[config.mk]
export PLATFORM = sky130hd
export DESIGN_NAME = tfd_ctrl
export DESIGN_NICKNAME = d
export VERILOG_FILES = /design/src/core/tfd_pkg.sv /design/src/core/tfd_ctrl.sv
export VERILOG_INCLUDE_DIRS = /design/src /design/src/core
export SDC_FILE = /design/constraint.sdc
export NUM_CORES = 1
export LEC_CHECK = 0
export BUFFER_PORTS_ARGS = -buffer_cell sky130_fd_sc_hd__buf_2
export CORE_AREA = 2 2 168 170
export CTS_CLUSTER_SIZE = 30
export DETAILED_ROUTE_END_ITERATION = 6
export DIE_AREA = 0 0 170 172
export GPL_TIMING_DRIVEN = 0
export MAX_ROUTING_LAYER = met4
export PLACE_DENSITY = 0.6
export SETUP_SLACK_MARGIN = 0.5
export SYNTH_ARGS = -nofsm -noshare
export SYNTH_HDL_FRONTEND = slang
export SYNTH_SLANG_ARGS = --single-unit
export TNS_END_PERCENT = 30
[constraint.sdc]
create_clock -name i_mclk -period 4.08 [get_ports i_mclk]
set_clock_uncertainty 0.05 [all_clocks]
set_input_delay 0.816 -clock i_mclk [delete_from_list [all_inputs] [get_ports i_mclk]]
set_output_delay 0.816 -clock i_mclk [all_outputs]
set_load 0.005 [all_outputs]
[src/core/tfd_consts.svh]
// Constants for the thermal fan duty controller.
// Assumes a 125 MHz core clock; included by bare name.
`ifndef TFD_CONSTS_SVH
`define TFD_CONSTS_SVH
// ==========================================================
// Timing
`define TFD_CLK_NS 8
`define TFD_SEC_NS 1000000000
`define TFD_SEC_CYC (`TFD_SEC_NS / `TFD_CLK_NS)
`define TFD_PWM_PERIOD_NS 31250000
`define TFD_STEPS 64
`define TFD_SLOT_CYC (`TFD_PWM_PERIOD_NS / `TFD_STEPS / `TFD_CLK_NS)
`define TFD_EVAL_LAST 2'h3
`define TFD_WIN_SECS 2'h2
// ==========================================================
// Duty and thresholds
`define TFD_DUTY_FULL 7'h40
`define TFD_DUTY_ZERO 7'h00
`define TFD_MIN_PULSES 6'h20
`define TFD_UPPER_BASE 8'h14
`define TFD_LOWER_BASE 8'h0F
`define TFD_OT_BASE 8'h3C
`define TFD_THR_STEP 8'h05
`define TFD_STRAP_LOW 2'h0
`define TFD_STRAP_OPEN 2'h1
`define TFD_STRAP_HIGH 2'h2
`define TFD_STRAP_RADIX 4'h3
`define TFD_STRAP_SETTLE 2'h3
`define TFD_DG_HIGH 3'h7
`define TFD_DG_LOW 3'h0
// ==========================================================
// APB map
`define TFD_REG_CTRL 12'h000
`define TFD_REG_STATUS 12'h004
`define TFD_REG_THR 12'h008
`define TFD_CTRL_FORCE 0
`define TFD_ST_OT 8
`define TFD_ST_FAIL 9
`define TFD_ST_STATE 10
`define TFD_ST_TEMP 16
`define TFD_THR_LOWER 8
`define TFD_THR_OT 16
`endif

[src/core/tfd_pkg.sv]
// Types shared by the thermal fan duty controller.
// Assumes the constants header supplies all numeric values.
package tfd_pkg;
    // One three-level strap pair; upper strap most significant
    typedef struct packed {
        logic [1:0] hi;
        logic [1:0] lo;
    } tfd_strap_t;

    // Two channel readings in whole degrees Celsius
    typedef struct packed {
        logic [7:0] ch1;
        logic [7:0] ch0;
    } tfd_temps_t;

    typedef enum logic [1:0] {
        TFD_DELAY,
        TFD_SPIN,
        TFD_RUN
    } tfd_state_t;
endpackage

[src/core/tfd_ctrl.sv]
// Thermal fan duty controller: temperature-stepped 32 Hz fan drive
// with overtemperature and fan-failure alarms, APB status/control.
// Assumes digitised channel readings, strap pins coded low/open/high,
// and external pull-ups on every open-drain output.
//
// Notes on behaviour
// - sample both channels once per second
// - shorted or open channel reads zero
// - use larger of two readings
// - overtemperature compare once per second
// - fan threshold compare every four seconds
// - duty has 64 equal steps
// - above upper threshold step up, saturate
// - below lower threshold step down to minimum
// - between thresholds duty holds
// - upper threshold 20 plus 5 per code
// - lower threshold 15 plus 5 per code
// - overtemperature limit chosen in 5 degree steps
// - zero option starts at zero duty
// - start option: delay, full spin, minimum
// - minimum duty fixed parameter, up to 40%
// - zero option spins up on first exceed
// - start option holds minimum until exceed
// - fail detection only at full duty
// - fan fault output active low open drain
// - overtemperature limit 60 plus 5 per code
// - overtemperature alarm releases below limit
// - under 32 pulses in 2 s fails; the code counts pulses over 3 s windows
// - force input gives full duty
`timescale 1ns/100ps
`include "tfd_consts.svh"

module tfd_ctrl #(
    parameter int unsigned SEC_CYC = `TFD_SEC_CYC,
    parameter int unsigned SLOT_CYC = `TFD_SLOT_CYC,
    parameter bit ZERO_MIN_OPT = 1'b0,
    parameter logic [6:0] MIN_DUTY = 7'h13,
    parameter logic [3:0] START_DELAY_S = 4'h2,
    parameter logic [3:0] SPINUP_S = 4'h2
) (
    input wire logic i_mclk,
    input wire logic i_rstn,
    input wire logic i_psel,
    input wire logic i_penable,
    input wire logic i_pwrite,
    input wire logic [11:0] i_paddr,
    input wire logic [31:0] i_pwdata,
    output logic [31:0] o_prdata,
    output logic o_pready,
    output logic o_pslverr,
    input wire tfd_pkg::tfd_temps_t i_diode_sense_in,
    input wire logic [1:0] i_diode_bad,
    input wire tfd_pkg::tfd_strap_t i_upper_thr_sel,
    input wire tfd_pkg::tfd_strap_t i_lower_thr_sel,
    input wire tfd_pkg::tfd_strap_t i_overtemp_sel,
    input wire logic i_fan_tach,
    input wire logic i_force_full_speed,
    output logic o_fan_drive_o,
    output logic o_fan_drive_oe_n,
    output logic o_fan_fault_n_o,
    output logic o_fan_fault_n_oe_n,
    output logic o_overtemp_alarm_n_o,
    output logic o_overtemp_alarm_n_oe_n
);

    // strap decode, base plus five per code index
    function automatic logic [7:0] thr_decode(input tfd_pkg::tfd_strap_t s,
                                              input logic [7:0] base);
        logic [3:0] idx;
        idx = 4'({2'h0, s.hi} * `TFD_STRAP_RADIX + {2'h0, s.lo});
        thr_decode = 8'(base + `TFD_THR_STEP * {4'h0, idx});
    endfunction

    // ==========================================================
    // Pin synchronisers
    localparam int SW = 32;
    logic [SW-1:0] sync_a;
    logic [SW-1:0] sync_b;
    always_ff @(posedge i_mclk or negedge i_rstn) begin
        if (!i_rstn) begin
            sync_a <= '0;
            sync_b <= '0;
        end else begin
            sync_a <= {i_diode_sense_in, i_diode_bad, i_upper_thr_sel,
                       i_lower_thr_sel, i_overtemp_sel, i_fan_tach,
                       i_force_full_speed};
            sync_b <= sync_a;
        end
    end
    tfd_pkg::tfd_temps_t s_temps;
    logic [1:0] s_bad;
    tfd_pkg::tfd_strap_t s_upper;
    tfd_pkg::tfd_strap_t s_lower;
    tfd_pkg::tfd_strap_t s_ot;
    logic s_tach;
    logic s_force;
    assign {s_temps, s_bad, s_upper, s_lower, s_ot, s_tach, s_force} = sync_b;

    // ==========================================================
    // Straps caught once, after synchronisers have filled
    logic [1:0] strap_wait;
    logic [7:0] upper_fan_threshold;
    logic [7:0] lower_fan_threshold;
    logic [7:0] ot_limit;
    always_ff @(posedge i_mclk or negedge i_rstn) begin
        if (!i_rstn) begin
            strap_wait <= 2'h0;
            upper_fan_threshold <= `TFD_UPPER_BASE;
            lower_fan_threshold <= `TFD_LOWER_BASE;
            ot_limit <= `TFD_OT_BASE;
        end else if (strap_wait != `TFD_STRAP_SETTLE) begin
            strap_wait <= 2'(strap_wait + 2'h1);
            upper_fan_threshold <= thr_decode(s_upper, `TFD_UPPER_BASE);
            lower_fan_threshold <= thr_decode(s_lower, `TFD_LOWER_BASE);
            ot_limit <= thr_decode(s_ot, `TFD_OT_BASE);
        end
    end

    // ==========================================================
    // One-second tick and four-second phase
    logic [31:0] sec_cnt;
    logic sec_tick;
    logic tick_d;
    logic [1:0] sec_idx;
    logic eval4;
    always_ff @(posedge i_mclk or negedge i_rstn) begin
        if (!i_rstn) begin
            sec_cnt <= 32'h0;
            sec_tick <= 1'b0;
            tick_d <= 1'b0;
            sec_idx <= 2'h0;
            eval4 <= 1'b0;
        end else begin
            sec_tick <= (sec_cnt == SEC_CYC - 2);
            sec_cnt <= (sec_cnt == SEC_CYC - 1) ? 32'h0 : sec_cnt + 32'h1;
            tick_d <= sec_tick;
            eval4 <= sec_tick && (sec_idx == `TFD_EVAL_LAST);
            if (sec_tick) begin
                sec_idx <= 2'(sec_idx + 2'h1);
            end
        end
    end

    // ==========================================================
    // Temperature sampling
    logic [7:0] temp0;
    logic [7:0] temp1;
    logic [7:0] temp_sel;
    always_ff @(posedge i_mclk or negedge i_rstn) begin
        if (!i_rstn) begin
            temp0 <= 8'h00;
            temp1 <= 8'h00;
        end else if (sec_tick) begin
            // once-per-second sample, bad diode reads zero
            temp0 <= s_bad[0] ? 8'h00 : s_temps.ch0;
            temp1 <= s_bad[1] ? 8'h00 : s_temps.ch1;
        end
    end
    assign temp_sel = (temp0 > temp1) ? temp0 : temp1;

    // ==========================================================
    // Software control
    logic sw_force;
    logic force_any;
    assign force_any = sw_force | s_force;

    // ==========================================================
    // Duty sequencing
    tfd_pkg::tfd_state_t state;
    logic [6:0] duty;
    logic [3:0] timer;
    logic [6:0] floor_duty;
    logic [6:0] drive_duty;
    assign floor_duty = ZERO_MIN_OPT ? `TFD_DUTY_ZERO : MIN_DUTY;
    assign drive_duty = force_any ? `TFD_DUTY_FULL : duty;

    always_ff @(posedge i_mclk or negedge i_rstn) begin
        if (!i_rstn) begin
            state <= ZERO_MIN_OPT ? tfd_pkg::TFD_RUN : tfd_pkg::TFD_DELAY;
            duty <= `TFD_DUTY_ZERO;
            timer <= 4'h0;
        end else begin
            unique case (state)
                tfd_pkg::TFD_DELAY: begin
                    if (tick_d) begin
                        if (timer == START_DELAY_S) begin
                            state <= tfd_pkg::TFD_SPIN;
                            duty <= `TFD_DUTY_FULL;
                            timer <= 4'h0;
                        end else begin
                            timer <= 4'(timer + 4'h1);
                        end
                    end
                end
                tfd_pkg::TFD_SPIN: begin
                    if (tick_d) begin
                        if (timer == SPINUP_S) begin
                            state <= tfd_pkg::TFD_RUN;
                            duty <= MIN_DUTY;
                            timer <= 4'h0;
                        end else begin
                            timer <= 4'(timer + 4'h1);
                        end
                    end
                end
                tfd_pkg::TFD_RUN: begin
                    if (eval4) begin
                        if (temp_sel > upper_fan_threshold) begin
                            if (ZERO_MIN_OPT && duty == `TFD_DUTY_ZERO) begin
                                state <= tfd_pkg::TFD_SPIN;
                                duty <= `TFD_DUTY_FULL;
                                timer <= 4'h0;
                            end else if (duty != `TFD_DUTY_FULL) begin
                                duty <= 7'(duty + 7'h01);
                            end
                        end else if (temp_sel < lower_fan_threshold) begin
                            if (duty > floor_duty) begin
                                duty <= 7'(duty - 7'h01);
                            end
                        end
                    end
                end
            endcase
        end
    end

    // ==========================================================
    // Fan drive waveform
    logic [31:0] slot_cnt;
    logic [5:0] phase;
    // 64 slots per 31.25 ms period
    always_ff @(posedge i_mclk or negedge i_rstn) begin
        if (!i_rstn) begin
            slot_cnt <= 32'h0;
            phase <= 6'h00;
            o_fan_drive_oe_n <= 1'b0;
        end else begin
            if (slot_cnt == SLOT_CYC - 1) begin
                slot_cnt <= 32'h0;
                phase <= 6'(phase + 6'h01);
            end else begin
                slot_cnt <= slot_cnt + 32'h1;
            end
            // released line is pulled high outside: fan on
            o_fan_drive_oe_n <= ({1'b0, phase} < drive_duty);
        end
    end

    // ==========================================================
    // Fan failure detection
    logic [2:0] dg_sh;
    logic dg_lvl;
    logic dg_prev;
    logic [5:0] pulses;
    logic [1:0] win_sec;
    logic fan_fault;
    logic detect_en;
    assign detect_en = (drive_duty == `TFD_DUTY_FULL);
    always_ff @(posedge i_mclk or negedge i_rstn) begin
        if (!i_rstn) begin
            // Tach idles high on its pull-up; no false edge after reset
            dg_sh <= `TFD_DG_HIGH;
            dg_lvl <= 1'b1;
            dg_prev <= 1'b1;
        end else begin
            // Three agreeing samples reject short glitches
            dg_sh <= {dg_sh[1:0], s_tach};
            if (dg_sh == `TFD_DG_HIGH) begin
                dg_lvl <= 1'b1;
            end else if (dg_sh == `TFD_DG_LOW) begin
                dg_lvl <= 1'b0;
            end
            dg_prev <= dg_lvl;
        end
    end
    always_ff @(posedge i_mclk or negedge i_rstn) begin
        if (!i_rstn) begin
            pulses <= 6'h00;
            win_sec <= 2'h0;
            fan_fault <= 1'b0;
        end else if (!detect_en) begin
            pulses <= 6'h00;
            win_sec <= 2'h0;
        end else if (tick_d && win_sec == `TFD_WIN_SECS) begin
            // judge count over three full seconds
            fan_fault <= (pulses < `TFD_MIN_PULSES);
            pulses <= 6'h00;
            win_sec <= 2'h0;
        end else begin
            if (tick_d) begin
                win_sec <= 2'(win_sec + 2'h1);
            end
            if (dg_lvl && !dg_prev && pulses != `TFD_MIN_PULSES) begin
                pulses <= 6'(pulses + 6'h01);
            end
        end
    end

    // ==========================================================
    // Alarm outputs
    logic ot_alarm;
    always_ff @(posedge i_mclk or negedge i_rstn) begin
        if (!i_rstn) begin
            ot_alarm <= 1'b0;
            o_overtemp_alarm_n_oe_n <= 1'b1;
            o_fan_fault_n_oe_n <= 1'b1;
            o_fan_drive_o <= 1'b0;
            o_fan_fault_n_o <= 1'b0;
            o_overtemp_alarm_n_o <= 1'b0;
        end else begin
            // per-second compare, release only below limit
            if (tick_d) begin
                if (temp_sel > ot_limit) begin
                    ot_alarm <= 1'b1;
                end else if (temp_sel < ot_limit) begin
                    ot_alarm <= 1'b0;
                end
            end
            o_overtemp_alarm_n_oe_n <= ~ot_alarm;
            // pull low on failure, else released
            o_fan_fault_n_oe_n <= ~fan_fault;
            o_fan_drive_o <= 1'b0;
            o_fan_fault_n_o <= 1'b0;
            o_overtemp_alarm_n_o <= 1'b0;
        end
    end

    // ==========================================================
    // APB slave, zero wait: data prepared in the setup cycle
    logic setup;
    logic access;
    assign setup = i_psel && !i_penable;
    assign access = i_psel && i_penable && o_pready;
    always_ff @(posedge i_mclk or negedge i_rstn) begin
        if (!i_rstn) begin
            o_pready <= 1'b0;
            o_pslverr <= 1'b0;
            o_prdata <= 32'h0;
        end else begin
            o_pready <= setup;
            o_pslverr <= setup && (i_paddr != `TFD_REG_CTRL)
                && (i_paddr != `TFD_REG_STATUS) && (i_paddr != `TFD_REG_THR);
            if (setup && !i_pwrite) begin
                o_prdata <= 32'h0;
                unique case (i_paddr)
                    `TFD_REG_CTRL: o_prdata[`TFD_CTRL_FORCE] <= sw_force;
                    `TFD_REG_STATUS: begin
                        o_prdata[6:0] <= drive_duty;
                        o_prdata[`TFD_ST_OT] <= ot_alarm;
                        o_prdata[`TFD_ST_FAIL] <= fan_fault;
                        o_prdata[`TFD_ST_STATE +: 2] <= state;
                        o_prdata[`TFD_ST_TEMP +: 8] <= temp_sel;
                    end
                    `TFD_REG_THR: begin
                        o_prdata[7:0] <= upper_fan_threshold;
                        o_prdata[`TFD_THR_LOWER +: 8] <= lower_fan_threshold;
                        o_prdata[`TFD_THR_OT +: 8] <= ot_limit;
                    end
                    default: o_prdata <= 32'h0;
                endcase
            end
        end
    end
    always_ff @(posedge i_mclk or negedge i_rstn) begin
        if (!i_rstn) begin
            sw_force <= 1'b0;
        end else if (access && i_pwrite && i_paddr == `TFD_REG_CTRL) begin
            sw_force <= i_pwdata[`TFD_CTRL_FORCE];
        end
    end

endmodule

==> flow_summary.yaml <==
logic_synthesis:
  synth-seq-area-share: 0.5262
  synth_edf_count: 0
  synthTopCellsByArea: "dfrtp_1 49%, ha_1 8.8%, dfstp_2 3.9%"
  netlist_instances: 1046
  ys_warn_count: 0
  syn_area_um2: 11310
  yosysTopAreaCellShare: 0.4867
  yosysTopAreaCell: "dfrtp_1"
  async_reset_ff_frac: 1.000
  synth_common_cells: "220 x dfrtp_1, 96 x nor2_1, 89 x inv_1"
  synthFlopType: "dfrtp_1"
  ys_types: 59
  ys_ff_latch: 237
  avgSynthCellArea_um2: 10.81
  synth.most_common_cell: "dfrtp_1"
setup_path:
  arrival_ns: 4.64
  cp-start-kind: "flip-flop"
  path_max_fanout: 4
  path_common_cell: "inv_2"
  slowest_delay_ns: 0.39
  worstSetupPathType: "flip-flop to flip-flop"
  endpoint_kind: "flip-flop"
  cp_slowest_cell: "dfrtp_1"
  worstPathCellList: "inv_2, ha_4, a211oi_4, nor2_2, o31ai_4, buf_6, mux2i_4, inv_2, ha_4, a21oi_4, nand2_2, o31ai_4, buf_6, inv_2, fa_2, nor2b_1, o21ai_1, nand2b_1, a31oi_1, xnor2_1, nand3_1, a2bb2oi_2, a211oi_2"
  worst_ep_required_time_ns: 4.44
final_layout:
  seqCellArea_um2: 5952
  fillers: 2512
  stdcell_area_um2: 13680
  syn_to_final_growth_pct: 20.95
  diodes: 0
  finalNetCount: 1367
  drive_gt1_frac: 0.2117
  multi_input_area_um2: 5226
run:
  cap_violations: 0
grt:
  overflow: 0
  grt_pass1_wl_um: 38960
  first_global_vias: 7675
  grt_antenna_before_repair: 0
  grt_usage: 0.1691
  grt_max_degree: 88
floorplanning:
  start_util: 0.4117
  core-area_um2: 27480
  dieArea_um2: 29240
  ioPinCount: 121
  die_w_um: 170
  die_height_um: 172
  rows: 61
power:
  peakVddDrop_v: 0.0002746
  p_leak_nw: 6.401
  p_total_mw: 5.722
  power_density_nw_per_um2: 418.2
worst_hold_path:
  worstHoldPathType: "input port to asynchronous set/reset pin"
timing:
  post-route-min-period_ns: 4.282
  holdWs_ns: 0.1827
  fmax_mhz: 233.6
  finalSetupViolCount: 3
  drv_slew: 0
  finalCritPeriodShare: 1.049
  rsz0062_at_grt: "true"
  slew_headroom: 0.4720
  setup_ws_ns: -0.2015
  worst_pin_slew_ns: 0.7890
  finalHoldViolCount: 0
drt:
  num_vias: 7729
  drc_errors: 0
  routed_via_density: 4.954
  routed_wl_um: 23240
  first_pass_iters: 5
  wl_per_cell_um: 14.90
  ant_nets: 0
  drtIter0Drc: 448
placement:
  port_buffers: 77
  dpl_cell_area_um2: 12270
  dpl.hpwl_um: 16170
  globalplace.congestion: 0.8275
  pre_cts_ws_ns: -0.7055
run_status:
  violations: "negative setup slack"
  status: "finished, violations left"
clock_network:
  cts_hold_buf: 0
  cts_buffer_depth: 3
  clk_pin_slew_ns: 0.06
  ctsRootBufferMaster: "clkbuf_16"
  clock_sinks: 237
  worstSkewPairLatency_ns: 0.53
  htreeDepth: 1
  cts_buffers: 26
  cts_tree: "built"
[repair_timing]
| item | CTS | global route |
|---|---|---|
| pin swaps | 22 | 28 |
| resized for setup | 42 | 14 |
| buffers inserted | 13 | 17 |
| setup endpoints to repair | 7 | 7 |
[flip-flops by register name, summed over array words and instances (netlist names), 3 cells and up]
register             cells
dg_sh                    3
duty                     7
lower_fan_threshold      7
o_prdata                23
ot_limit                 8
phase                    6
pulses                   6
sec_cnt                 32
slot_cnt                32
sync_a                  32
sync_b                  32
temp0                    8
temp1                    8
timer                    4
upper_fan_threshold      8
[final timing paths]
path / from / to / slack (ns) / depth (start not counted)
min in group i_mclk: sync_a[11] / sync_b[11] / 0.30 / 0
max: temp1[5] / duty[6] / -0.20 / 23
min reg2reg: sync_a[11] / sync_b[11] / 0.30 / 0
min: i_rstn / phase[2] / 0.18 / 1
max reg2reg: temp1[5] / duty[6] / -0.20 / 23
max in group asynchronous: i_rstn / lower_fan_threshold[1] / 2.96 / 2
[report_power, final]
part	switching [mW]	total (mW)	internal, mW
clock network	0.943	2.31	1.37
registers	0.113	2.65	2.54
logic	0.415	0.761	0.346
[cells by family after synthesis]
kind of cell               count (synthesis)  synth area share
and+or+nand+nor                          338            0.1525
DFF                                      237            0.5262
AOI/OAI and AO/OA                        155           0.08428
buffers and inverters                    122           0.04480
adders and majority gates                 92            0.1097
xor gates and xnor gates                  82           0.06349
muxes                                     19           0.01869
other                                      1         0.0003315
[through the flow]
| step | util | std cells | setup TNS (ns) |
|---|---|---|---|
| 2_1_floorplan | - | 1057 | 0 |
| 3_3_place_gp | 0.4441 | 1480 | -456.05 |
| 3_5_place_dp | 0.4465 | 1482 | -2.376 |
| 4_1_cts | 0.4905 | 1543 | -0.3188 |
| 5_1_grt | 0.4980 | 1560 | -1.245 |
| 6_report | 0.4980 | 1560 | -0.4189 |
[placed cells by master, fill, tap and decap left out, types with 11 or more instances in the layout]
cell	count
fa_1	11
inv_1	85
dfrtp_1	220
nand2_1	77
a22oi_1	13
mux2_2	13
clkbuf_1	22
nand3_1	35
ha_1	70
o21ai_0	46
nor2_1	95
clkbuf_16	26
xnor2_1	41
buf_4	38
a21oi_1	34
a21o_1	13
nand4_1	24
conb_1	12
dfstp_2	17
o21ai_1	11
nand3b_1	19
buf_2	78
xor2_1	41
[cell type report]
cell class,instances,area share
Sequential cell,237,0.4350
Tap cell,346,0.03164
Inverter,89,0.02442
Clock inverter,10,0.006767
Buffer,33,0.01372
Timing Repair Buffer,109,0.05048
Clock buffer,38,0.05597
Multi-Input combinational cell,698,0.3820
[metal layers]
metal  up-vias  routed length, µm  GRT usage
li1       3822                  -          -
met1      3717              11070     0.2360
met2       154              10690     0.2600
met3        36               1027    0.02541
met4         0                450    0.04496
met5         -                  0          -
[critical path, delay by kind of cell, from the launching register on]
kind / cells / cell delay (ns)
simple gates: 5 / 0.52
compound gates: 8 / 1.40
xor+xnor: 1 / 0.21
mux: 1 / 0.27
flops: 1 / 0.39
buf+inv: 5 / 0.51
fa+ha+maj: 3 / 0.80
Power figures use the tool's default switching activity.
